$ cat src/host_port_pkg.sv
// constants shared by the host port routing and mailbox logic
package host_port_pkg;

  // ==========================================================
  // register addresses
  localparam logic [15:0] ADDR_ROUTING = 16'h0142;
  localparam logic [15:0] ADDR_DOORBELL1 = 16'h0144;
  localparam logic [15:0] ADDR_DOORBELL2 = 16'h0148;
  localparam logic [15:0] ADDR_MAILBOX = 16'hc0c6;

  // ==========================================================
  // reset values and masks
  localparam logic [15:0] ROUTING_RESET = 16'h1400;
  localparam logic [15:0] ROUTING_WRITABLE = 16'hffcf;
  localparam logic [15:0] MAILBOX_RESET = 16'h0000;
  localparam logic [15:0] READ_NONE = 16'h0000;

  // ==========================================================
  // routing register bit positions
  localparam int RT_VBUS = 15;
  localparam int RT_ID = 14;
  localparam int RT_FRAME2_HOST = 13;
  localparam int RT_FRAME2_CPU = 12;
  localparam int RT_FRAME1_HOST = 11;
  localparam int RT_FRAME1_CPU = 10;
  localparam int RT_RESET_2 = 9;
  localparam int RT_SWAP_HI = 8;
  localparam int RT_RESUME_2 = 7;
  localparam int RT_RESUME_1 = 6;
  localparam int RT_DONE_2 = 3;
  localparam int RT_DONE_1 = 2;
  localparam int RT_RESET_1 = 1;
  localparam int RT_SWAP_LO = 0;

  // ==========================================================
  // host status port bit positions
  localparam int ST_VBUS = 15;
  localparam int ST_ID = 14;
  localparam int ST_FRAME2 = 12;
  localparam int ST_FRAME1 = 10;
  localparam int ST_RESET_2 = 9;
  localparam int ST_MBX_IN = 8;
  localparam int ST_RESUME_2 = 7;
  localparam int ST_RESUME_1 = 6;
  localparam int ST_MSG2 = 5;
  localparam int ST_MSG1 = 4;
  localparam int ST_DONE_2 = 3;
  localparam int ST_DONE_1 = 2;
  localparam int ST_RESET_1 = 1;
  localparam int ST_MBX_OUT = 0;

endpackage

$ cat src/byte_lane_swap.sv
// optional exchange of the two byte lanes of a 16-bit word
`timescale 1ns/10ps

module byte_lane_swap (
  input wire logic swap,
  input wire logic [15:0] word_in,
  output logic [15:0] word_out
);

  // ==========================================================
  // straight when clear, lanes exchanged when set
  always_comb begin
    if (swap) begin
      word_out = {word_in[7:0], word_in[15:8]};
    end else begin
      word_out = word_in;
    end
  end

endmodule

$ cat src/host_port_irq_routing_mailbox.sv
// host port interrupt routing, doorbells, mailbox and status port
`timescale 1ns/10ps

// How it works
// RULE_01 - routed serial engine events drive host interrupt pin and status port
// RULE_02 - routing register written and read by host, only read by cpu
// RULE_03 - routing picks destination only; event enables live elsewhere
// RULE_04 - bit 15 sends vbus event, bit 14 id event to host
// RULE_05 - engine 2 frame event: bit 13 to host, bit 12 to cpu
// RULE_06 - engine 1 frame event: bit 11 to host, bit 10 to cpu
// RULE_07 - software lets only one side clear a doubly routed frame event
// RULE_08 - bit 9 engine 2 bus reset, bit 1 engine 1 to host
// RULE_09 - bit 7 engine 2 resume, bit 6 engine 1 resume to host
// RULE_10 - bit 3 engine 2 done, bit 2 engine 1 done to host
// RULE_11 - swap bits 00 straight lanes, 11 exchanges host data byte lanes
// RULE_12 - software keeps swap bits 8 and 0 equal
// RULE_13 - any cpu doorbell write sets message flag and host interrupt pin
// RULE_14 - message flags clear on a host port read
// RULE_15 - host mailbox write raises rx full; cpu mailbox read clears it
// RULE_16 - host mailbox read raises tx empty; cpu mailbox write clears it
// RULE_17 - cpu mailbox write raises host pin; host mailbox read drops it
// RULE_18 - status port readable by host only, never by cpu
// RULE_19 - status reads make no internal memory cycle
// RULE_20 - status bit 15 vbus comparator, bit 14 id pin level
// RULE_21 - software waits 10 us after vbus on before trusting flag
// RULE_22 - status bit 12 shows engine 2 frame event
// RULE_23 - status bit 8 incoming mailbox, bit 0 outgoing mailbox
// RULE_24 - status bits 5 and 4 show engine 2 and engine 1 messages
module host_port_irq_routing_mailbox
  import host_port_pkg::*;
(
  input wire logic clk,
  input wire logic rst,
  input wire logic cpu_wr,
  input wire logic cpu_rd,
  input wire logic [15:0] cpu_addr,
  input wire logic [15:0] cpu_wdata,
  output logic [15:0] cpu_rdata,
  input wire logic host_mem_wr,
  input wire logic host_mem_rd,
  input wire logic host_status_rd,
  input wire logic [15:0] host_addr,
  input wire logic [15:0] host_data_in,
  output logic [15:0] host_data_out,
  output logic host_data_oe,
  output logic host_mem_cycle,
  output logic host_interrupt_pin,
  input wire logic vbus_above_threshold,
  input wire logic otg_id_pin,
  input wire logic vbus_event,
  input wire logic id_event,
  input wire logic engine1_frame_event,
  input wire logic engine2_frame_event,
  input wire logic engine1_bus_reset_event,
  input wire logic engine2_bus_reset_event,
  input wire logic engine1_resume_event,
  input wire logic engine2_resume_event,
  input wire logic engine1_done_event,
  input wire logic engine2_done_event,
  output logic cpu_vbus_irq,
  output logic cpu_id_irq,
  output logic cpu_frame1_irq,
  output logic cpu_frame2_irq,
  output logic cpu_bus_reset_1_irq,
  output logic cpu_bus_reset_2_irq,
  output logic cpu_resume_1_irq,
  output logic cpu_resume_2_irq,
  output logic cpu_done_1_irq,
  output logic cpu_done_2_irq,
  input wire logic mbx_rx_full_irq_en,
  input wire logic mbx_tx_empty_irq_en,
  output logic cpu_mbx_rx_full_irq,
  output logic cpu_mbx_tx_empty_irq
);

  // ==========================================================
  // address match, shared by the cpu and host decoders
  function automatic logic hit(input logic [15:0] addr, input logic [15:0] reg_addr);
    return addr == reg_addr;
  endfunction

  logic [15:0] routing;
  logic [15:0] mailbox;
  logic msg1;
  logic msg2;
  logic mbx_in;
  logic mbx_out;
  logic tx_empty;
  logic vbus_level;
  logic id_level;
  logic swap;
  logic [15:0] host_wdata;
  logic [15:0] status_word;
  logic [15:0] next_host_rdata;
  logic [15:0] host_rdata_lanes;
  logic [9:0] host_routed;
  logic host_rd_any;
  logic host_wr_routing;
  logic host_wr_mbx;
  logic host_rd_mbx;
  logic cpu_wr_db1;
  logic cpu_wr_db2;
  logic cpu_wr_mbx;
  logic cpu_rd_mbx;

  // ==========================================================
  // pin levels cross into the clock domain
  pin_sync2 #(
    .WIDTH(2)
  ) u_pin_sync (
    .clk(clk),
    .rst(rst),
    .pin_in({vbus_above_threshold, otg_id_pin}),
    .level_out({vbus_level, id_level})
  );

  // ==========================================================
  // byte lanes; both swap bits must be set, a mixed pair stays straight
  assign swap = routing[RT_SWAP_HI] & routing[RT_SWAP_LO]; // [RULE_11] [RULE_12]

  byte_lane_swap u_swap_in (
    .swap(swap),
    .word_in(host_data_in),
    .word_out(host_wdata)
  );

  byte_lane_swap u_swap_out (
    .swap(swap),
    .word_in(next_host_rdata),
    .word_out(host_rdata_lanes)
  );

  // ==========================================================
  // access decode
  assign host_rd_any = host_mem_rd | host_status_rd;
  assign host_wr_routing = host_mem_wr & hit(host_addr, ADDR_ROUTING);
  assign host_wr_mbx = host_mem_wr & hit(host_addr, ADDR_MAILBOX);
  assign host_rd_mbx = host_mem_rd & hit(host_addr, ADDR_MAILBOX);
  assign cpu_wr_db1 = cpu_wr & hit(cpu_addr, ADDR_DOORBELL1);
  assign cpu_wr_db2 = cpu_wr & hit(cpu_addr, ADDR_DOORBELL2);
  assign cpu_wr_mbx = cpu_wr & hit(cpu_addr, ADDR_MAILBOX);
  assign cpu_rd_mbx = cpu_rd & hit(cpu_addr, ADDR_MAILBOX);

  // ==========================================================
  // routing register: host writes, cpu writes are dropped
  always_ff @(posedge clk or posedge rst) begin
    if (rst) begin
      routing <= ROUTING_RESET;
    end else if (host_wr_routing) begin
      routing <= host_wdata & ROUTING_WRITABLE; // [RULE_02]
    end
  end

  // ==========================================================
  // events to the host; each is gated only by its routing bit
  assign host_routed = {
    vbus_event & routing[RT_VBUS], // [RULE_04]
    id_event & routing[RT_ID], // [RULE_04]
    engine2_frame_event & routing[RT_FRAME2_HOST], // [RULE_05]
    engine1_frame_event & routing[RT_FRAME1_HOST], // [RULE_06]
    engine2_bus_reset_event & routing[RT_RESET_2], // [RULE_08]
    engine2_resume_event & routing[RT_RESUME_2], // [RULE_09]
    engine1_resume_event & routing[RT_RESUME_1], // [RULE_09]
    engine2_done_event & routing[RT_DONE_2], // [RULE_10]
    engine1_done_event & routing[RT_DONE_1], // [RULE_10]
    engine1_bus_reset_event & routing[RT_RESET_1] // [RULE_08]
  };

  // ==========================================================
  // events left with the cpu; frame events have their own cpu bits
  always_ff @(posedge clk or posedge rst) begin
    if (rst) begin
      cpu_vbus_irq <= 1'b0;
      cpu_id_irq <= 1'b0;
      cpu_frame1_irq <= 1'b0;
      cpu_frame2_irq <= 1'b0;
      cpu_bus_reset_1_irq <= 1'b0;
      cpu_bus_reset_2_irq <= 1'b0;
      cpu_resume_1_irq <= 1'b0;
      cpu_resume_2_irq <= 1'b0;
      cpu_done_1_irq <= 1'b0;
      cpu_done_2_irq <= 1'b0;
    end else begin
      cpu_vbus_irq <= vbus_event & ~routing[RT_VBUS]; // [RULE_04] [RULE_03]
      cpu_id_irq <= id_event & ~routing[RT_ID]; // [RULE_04]
      cpu_frame1_irq <= engine1_frame_event & routing[RT_FRAME1_CPU]; // [RULE_06]
      cpu_frame2_irq <= engine2_frame_event & routing[RT_FRAME2_CPU]; // [RULE_05]
      cpu_bus_reset_1_irq <= engine1_bus_reset_event & ~routing[RT_RESET_1]; // [RULE_08]
      cpu_bus_reset_2_irq <= engine2_bus_reset_event & ~routing[RT_RESET_2]; // [RULE_08]
      cpu_resume_1_irq <= engine1_resume_event & ~routing[RT_RESUME_1]; // [RULE_09]
      cpu_resume_2_irq <= engine2_resume_event & ~routing[RT_RESUME_2]; // [RULE_09]
      cpu_done_1_irq <= engine1_done_event & ~routing[RT_DONE_1]; // [RULE_10]
      cpu_done_2_irq <= engine2_done_event & ~routing[RT_DONE_2]; // [RULE_10]
    end
  end

  // ==========================================================
  // doorbell flags; a write in the clearing cycle still sets
  always_ff @(posedge clk or posedge rst) begin
    if (rst) begin
      msg1 <= 1'b0;
      msg2 <= 1'b0;
    end else begin
      if (cpu_wr_db1) begin
        msg1 <= 1'b1; // [RULE_13]
      end else if (host_rd_any) begin
        msg1 <= 1'b0; // [RULE_14]
      end
      if (cpu_wr_db2) begin
        msg2 <= 1'b1; // [RULE_13]
      end else if (host_rd_any) begin
        msg2 <= 1'b0; // [RULE_14]
      end
    end
  end

  // ==========================================================
  // mailbox word; a host write wins a same-cycle collision
  always_ff @(posedge clk or posedge rst) begin
    if (rst) begin
      mailbox <= MAILBOX_RESET;
    end else if (host_wr_mbx) begin
      mailbox <= host_wdata;
    end else if (cpu_wr_mbx) begin
      mailbox <= cpu_wdata;
    end
  end

  // ==========================================================
  // mailbox flags, set wins over clear
  always_ff @(posedge clk or posedge rst) begin
    if (rst) begin
      mbx_in <= 1'b0;
      mbx_out <= 1'b0;
      tx_empty <= 1'b0;
    end else begin
      if (host_wr_mbx) begin
        mbx_in <= 1'b1; // [RULE_15] [RULE_23]
      end else if (cpu_rd_mbx) begin
        mbx_in <= 1'b0; // [RULE_15] [RULE_23]
      end
      if (cpu_wr_mbx) begin
        mbx_out <= 1'b1; // [RULE_17] [RULE_23]
      end else if (host_rd_mbx) begin
        mbx_out <= 1'b0; // [RULE_17] [RULE_23]
      end
      if (host_rd_mbx) begin
        tx_empty <= 1'b1; // [RULE_16]
      end else if (cpu_wr_mbx) begin
        tx_empty <= 1'b0; // [RULE_16]
      end
    end
  end

  // mailbox interrupts to the cpu follow their enables at once
  assign cpu_mbx_rx_full_irq = mbx_in & mbx_rx_full_irq_en; // [RULE_15]
  assign cpu_mbx_tx_empty_irq = tx_empty & mbx_tx_empty_irq_en; // [RULE_16]

  // ==========================================================
  // host status word, reserved bits 13 and 11 read zero
  always_comb begin
    status_word = READ_NONE;
    status_word[ST_VBUS] = vbus_level; // [RULE_20]
    status_word[ST_ID] = id_level; // [RULE_20]
    status_word[ST_FRAME2] = host_routed[7]; // [RULE_22] [RULE_01]
    status_word[ST_FRAME1] = host_routed[6]; // [RULE_01]
    status_word[ST_RESET_2] = host_routed[5]; // [RULE_01]
    status_word[ST_MBX_IN] = mbx_in; // [RULE_23]
    status_word[ST_RESUME_2] = host_routed[4]; // [RULE_01]
    status_word[ST_RESUME_1] = host_routed[3]; // [RULE_01]
    status_word[ST_MSG2] = msg2; // [RULE_24]
    status_word[ST_MSG1] = msg1; // [RULE_24]
    status_word[ST_DONE_2] = host_routed[2]; // [RULE_01]
    status_word[ST_DONE_1] = host_routed[1]; // [RULE_01]
    status_word[ST_RESET_1] = host_routed[0]; // [RULE_01]
    status_word[ST_MBX_OUT] = mbx_out; // [RULE_23]
  end

  // ==========================================================
  // host read mux; unmapped host addresses read zero here
  always_comb begin
    if (host_status_rd) begin
      next_host_rdata = status_word; // [RULE_18]
    end else if (host_mem_rd && hit(host_addr, ADDR_ROUTING)) begin
      next_host_rdata = routing; // [RULE_02]
    end else if (host_rd_mbx) begin
      next_host_rdata = mailbox;
    end else begin
      next_host_rdata = READ_NONE;
    end
  end

  // ==========================================================
  // host data bus: one cycle after the read strobe
  always_ff @(posedge clk or posedge rst) begin
    if (rst) begin
      host_data_out <= READ_NONE;
      host_data_oe <= 1'b0;
    end else begin
      host_data_out <= host_rdata_lanes; // [RULE_11]
      host_data_oe <= host_rd_any;
    end
  end

  // status reads stay off the internal memory path so polling is free
  always_ff @(posedge clk or posedge rst) begin
    if (rst) begin
      host_mem_cycle <= 1'b0;
    end else begin
      host_mem_cycle <= host_mem_rd | host_mem_wr; // [RULE_19]
    end
  end

  // ==========================================================
  // host interrupt pin from every host-bound source
  always_ff @(posedge clk or posedge rst) begin
    if (rst) begin
      host_interrupt_pin <= 1'b0;
    end else begin
      host_interrupt_pin <= (|host_routed) | msg1 | msg2 | mbx_out; // [RULE_01] [RULE_13] [RULE_17]
    end
  end

  // ==========================================================
  // cpu read port; status port is not visible from this side
  always_ff @(posedge clk or posedge rst) begin
    if (rst) begin
      cpu_rdata <= READ_NONE;
    end else if (cpu_rd && hit(cpu_addr, ADDR_ROUTING)) begin
      cpu_rdata <= routing; // [RULE_02]
    end else if (cpu_rd_mbx) begin
      cpu_rdata <= mailbox;
    end else begin
      cpu_rdata <= READ_NONE; // [RULE_18]
    end
  end
endmodule

$ cat src/pin_sync2.sv
// two-flop synchroniser for pin levels
`timescale 1ns/10ps

module pin_sync2 #(
  parameter int WIDTH = 2
) (
  input wire logic clk,
  input wire logic rst,
  input wire logic [WIDTH-1:0] pin_in,
  output logic [WIDTH-1:0] level_out
);

  // ==========================================================
  // one chain per bit; first stage is read only by the second
  genvar i;
  generate
    for (i = 0; i < WIDTH; i++) begin : g_bit
      logic stage1;
      always_ff @(posedge clk or posedge rst) begin
        if (rst) begin
          stage1 <= 1'b0;
          level_out[i] <= 1'b0;
        end else begin
          stage1 <= pin_in[i];
          level_out[i] <= stage1;
        end
      end
    end
  endgenerate

endmodule
$ cat config.mk
export PLATFORM = sky130hd
export DESIGN_NAME = host_port_irq_routing_mailbox
export DESIGN_NICKNAME = d
export VERILOG_FILES = /design/src/host_port_pkg.sv /design/src/byte_lane_swap.sv /design/src/host_port_irq_routing_mailbox.sv /design/src/pin_sync2.sv
export SDC_FILE = /design/constraint.sdc
export NUM_CORES = 1
export LEC_CHECK = 0
export ABC_AREA = 1
export BUFFER_PORTS_ARGS = -buffer_cell sky130_fd_sc_hd__buf_4
export CELL_PAD_IN_SITES_DETAIL_PLACEMENT = 0
export CELL_PAD_IN_SITES_GLOBAL_PLACEMENT = 1
export CORE_UTILIZATION = 40
export CTS_CLUSTER_SIZE = 25
export DETAILED_ROUTE_END_ITERATION = 16
export PLACE_DENSITY_LB_ADDON = 0.3
export SETUP_SLACK_MARGIN = 0.15
export SLEW_MARGIN = 20
export SYNTH_ARGS = -nofsm -noshare
export SYNTH_HDL_FRONTEND = slang
export SYNTH_SLANG_ARGS = --single-unit
$ cat constraint.sdc
create_clock -name clk -period 3.9 [get_ports clk]
set_clock_uncertainty 0.1 [all_clocks]
set_input_delay 0 -clock clk [delete_from_list [all_inputs] [get_ports clk]]
set_output_delay 0 -clock clk [all_outputs]
set_load 0.1 [all_outputs]
==> out/qor.yml <==
place:
  port_buffers: 131
  pre_cts_slack_ns: 1.573
  routabilityCongestion: 0.8519
  placed_cell_area_um2: 5488
  dp_hpwl_mm: 9.452
floorplan:
  ios: 132
  rows: 38
  die_h_um: 107.5
  core_um2: 10840
  die_area_um2: 11560
  die_w_um: 107.5
  initial_utilization: 0.4108
synth:
  ys_types: 36
  synthMuxAreaShare: 0.03203
  synth_top_area_cell: "dfrtp_1"
  synth_top_family_by_area: "simple AND/OR/NAND/NOR gates"
  ys.flop_type: "dfrtp_1"
  syn_area_per_cell_um2: 8.246
  synth_xor_area_frac: 0
  ys_ff_latch: 84
  synth-edff-count: 0
  synth_seq_area_share: 0.4726
  synthTopCellsByArea: "dfrtp_1 (46%), nand2_1 (13%), nand3_1 (7.6%), nand4_1 (4.4%), inv_1 (4.1%)"
  syn_inst: 540
  synth_area_um2: 4453
  synth-adder-area-share: 0
  synthesis.nets: 625
  yosysMostFrequentCell: "nand2_1"
  synthSimpleGateAreaFrac: 0.3453
  synth_common_cells: "nand2_1 (153), dfrtp_1 (82), nand3_1 (68)"
  synth_compound_area_frac: 0.07474
  synth_top_area_frac: 0.4608
  async_reset_ff_frac: 1.000
  yosys_warnings: 0
timing:
  grt_setup_unrepaired: "no"
  fmax_mhz: 344.7
  tns_ns: 0
  timing_hold_violations_final: 0
  drv_slew: 0
  period_share: 0.7438
  slew_headroom: 0.3834
  worst_slew_pin_slew_ns: 0.9199
  setup_slack_ns: 0.9992
  finalSetupViolations: 0
  period_needed_ns: 2.901
cts:
  clk-insertion-delay-late_ns: 0.36
  cts_buffer_depth: 2
  cts.sinks: 84
  numCtsBuffers: 9
  htree_levels: 3
  cts.clk_slew.worst_paths_ns: 0.08
  cts_tree: "done"
  cts_root_buf: "clkbuf_8"
critical_path:
  r2r-end: "routing[6]$_DFFE_PP0P_"
  critPathSlowestCell: "inv_1"
  crit_fanout: 37
  crit_chain: "nand2_2 -> inv_1 -> nand2_1 -> nand2_1 -> dlygate4sd3_1 -> mux2_2"
  cp.arrival_ns: 3.05
  crit_buf_inv: 2
  critical_path.endpoint: "routing[6]$_DFFE_PP0P_"
  reg2reg_depth: 6
  path_class: "reg -> reg"
  crit_family: "buffers and inverters"
  worst_setup_path_start_kind: "flip-flop"
  crit_path_end_kind: "flip-flop"
  slowest_delay_ns: 0.60
  critPathMostFrequentCell: "nand2_1"
  crit_cells: 6
  worstPathRequired_ns: 4.05
  r2r_start: "routing[8]$_DFFE_PP0P_"
  r2r_slack_ns: 1.0
  crit_start: "routing[8]$_DFFE_PP0P_"
global_routing:
  overflow: 0
  antenna_found_initial: 0
  grt_max_degree: 46
  grt_pass1_wl_mm: 21.24
  grt_pass1_vias: 4242
  grt.total_usage: 0.2418
finish:
  nNetsFinal: 819
  seq_area_um2: 2105
  fin_area_um2: 6375
  n_fill_cell: 985
  n_antenna_cell: 0
  multi_input_area_um2: 2013
  area_growth_syn_to_layout_pct: 43.16
  drive_gt1_frac: 0.2754
drt:
  via_count: 4350
  routed_via_density: 4.960
  drc_errors: 0
  routed_wl_mm: 13.17
  wire_per_inst_um: 15.01
  firstDrtPassIters: 5
  ant_nets: 0
  dr.first_iter.drc_count: 167
power_and_ir_drop:
  peakVddDrop_v: 0.0002024
  p_int_mw: 1.262
  pwr-share-seq: 0.505
  power.net_switching_mw: 0.5013
  pwr-share-comb: 0.195
  p_total_mw: 1.763
  switching_share: 0.2843
  power.leakage_nw: 3.294
  powerDensity_nw_per_um2: 276.6
  power.share.clock: 0.301
status:
  status: "complete, no violations"
run:
  cap_viol_max_count: 0
worst_hold_path:
  hp-class: "in -> reg"
-- how the worst min path moves through the flow --
stage / startpoint / end / slack, ns / cells after the start
floorplan: otg_id_pin / u_pin_sync.g_bit[0].stage1$_DFF_PP0_ / -0.07 / 0
global placement: vbus_above_threshold / u_pin_sync.g_bit[1].stage1$_DFF_PP0_ / 0.01 / 1
detailed placement: vbus_above_threshold / u_pin_sync.g_bit[1].stage1$_DFF_PP0_ / 0.01 / 1
CTS: host_data_in[5] / routing[13]$_DFFE_PP0P_ / 0.005 / 3
global route: host_data_in[5] / routing[13]$_DFFE_PP0P_ / 0.03 / 3
finish: host_data_in[5] / routing[13]$_DFFE_PP0P_ / 0.02 / 3
-- kinds of logic (layout without fill, tap and decap cells) --
kind of cell           count (synthesis)  in the layout
AND/OR/NAND/NOR                      317            317
AO/OA/AOI/OAI                         51             51
flip-flops                            84             84
buffers and inverters                 76            273
multiplexers                          12             12
-- flip-flops by register name, summed over array words and instances (netlist names), 2 cells and up --
| register | count |
|---|---|
| cpu_rdata | 16 |
| host_data_out | 16 |
| mailbox | 16 |
| routing | 14 |
| u_pin_sync.g_bit.stage1 | 2 |
| u_pin_sync.level_out | 2 |
-- layer usage --
metal  track usage  part of all wire
met4       0.06556             0.012
met3       0.04177             0.061
met1        0.3370              0.46
met5             0                 0
met2        0.3874              0.47
-- placed cells by master, fill, tap and decap left out, drive strengths merged --
master,count
nand4,31
mux2i,6
or2,5
dfrtp,82
o22ai,2
dlygate4sd3,73
nand3,72
mux2,6
nand2,158
nor2,42
dfstp,2
clkbuf,11
nor4,2
o21ai,43
clkinv,4
nand3b,1
buf,132
o211ai,6
inv,53
nor3,6
-- per-stage QoR --
stage / utilization / hold WS, ns / instances
global placement: 0.5062 / 0.01231 / 790
finish: 0.5881 / 0.01821 / 877
detailed placement: 0.5062 / 0.01131 / 790
floorplan: - / -0.06857 / 540
CTS: 0.5881 / 0.004668 / 877
global route: 0.5881 / 0.03334 / 877
-- layout make-up --
type / instances / share of cell area
Clock inverter: 3 / 0.002355
Sequential cell: 84 / 0.3301
Timing Repair Buffer: 205 / 0.2701
Tap cell: 140 / 0.02748
Inverter: 54 / 0.03199
Multi-Input combinational cell: 380 / 0.3158
Clock buffer: 11 / 0.02218
-- power groups by stage --
stage | clock (mW) | combinational, mW | sequential, mW
after floorplan | 0 | 0.0832 | 0.994
after global placement | 0 | 0.289 | 0.907
after detailed placement | 0 | 0.292 | 0.907
after CTS | 0.545 | 0.343 | 0.890
after global routing | 0.574 | 0.368 | 0.891
final | 0.530 | 0.343 | 0.890
-- tightest hold or removal path, cell delays in order --
cell	delay, ns
buf_4	0.08
o21ai_0	0.16
o21ai_0	0.20
-- what timing repair did --
item | 4_1_cts | 5_1_grt
hold buffers | 73 | 0
setup endpoints to repair | 0 | 0
endpoints found under the hold margin | 110 | 0
buffers inserted | 0 | 0
gates resized for setup | 0 | 0
No activity file was read; power rests on OpenSTA's default activity.
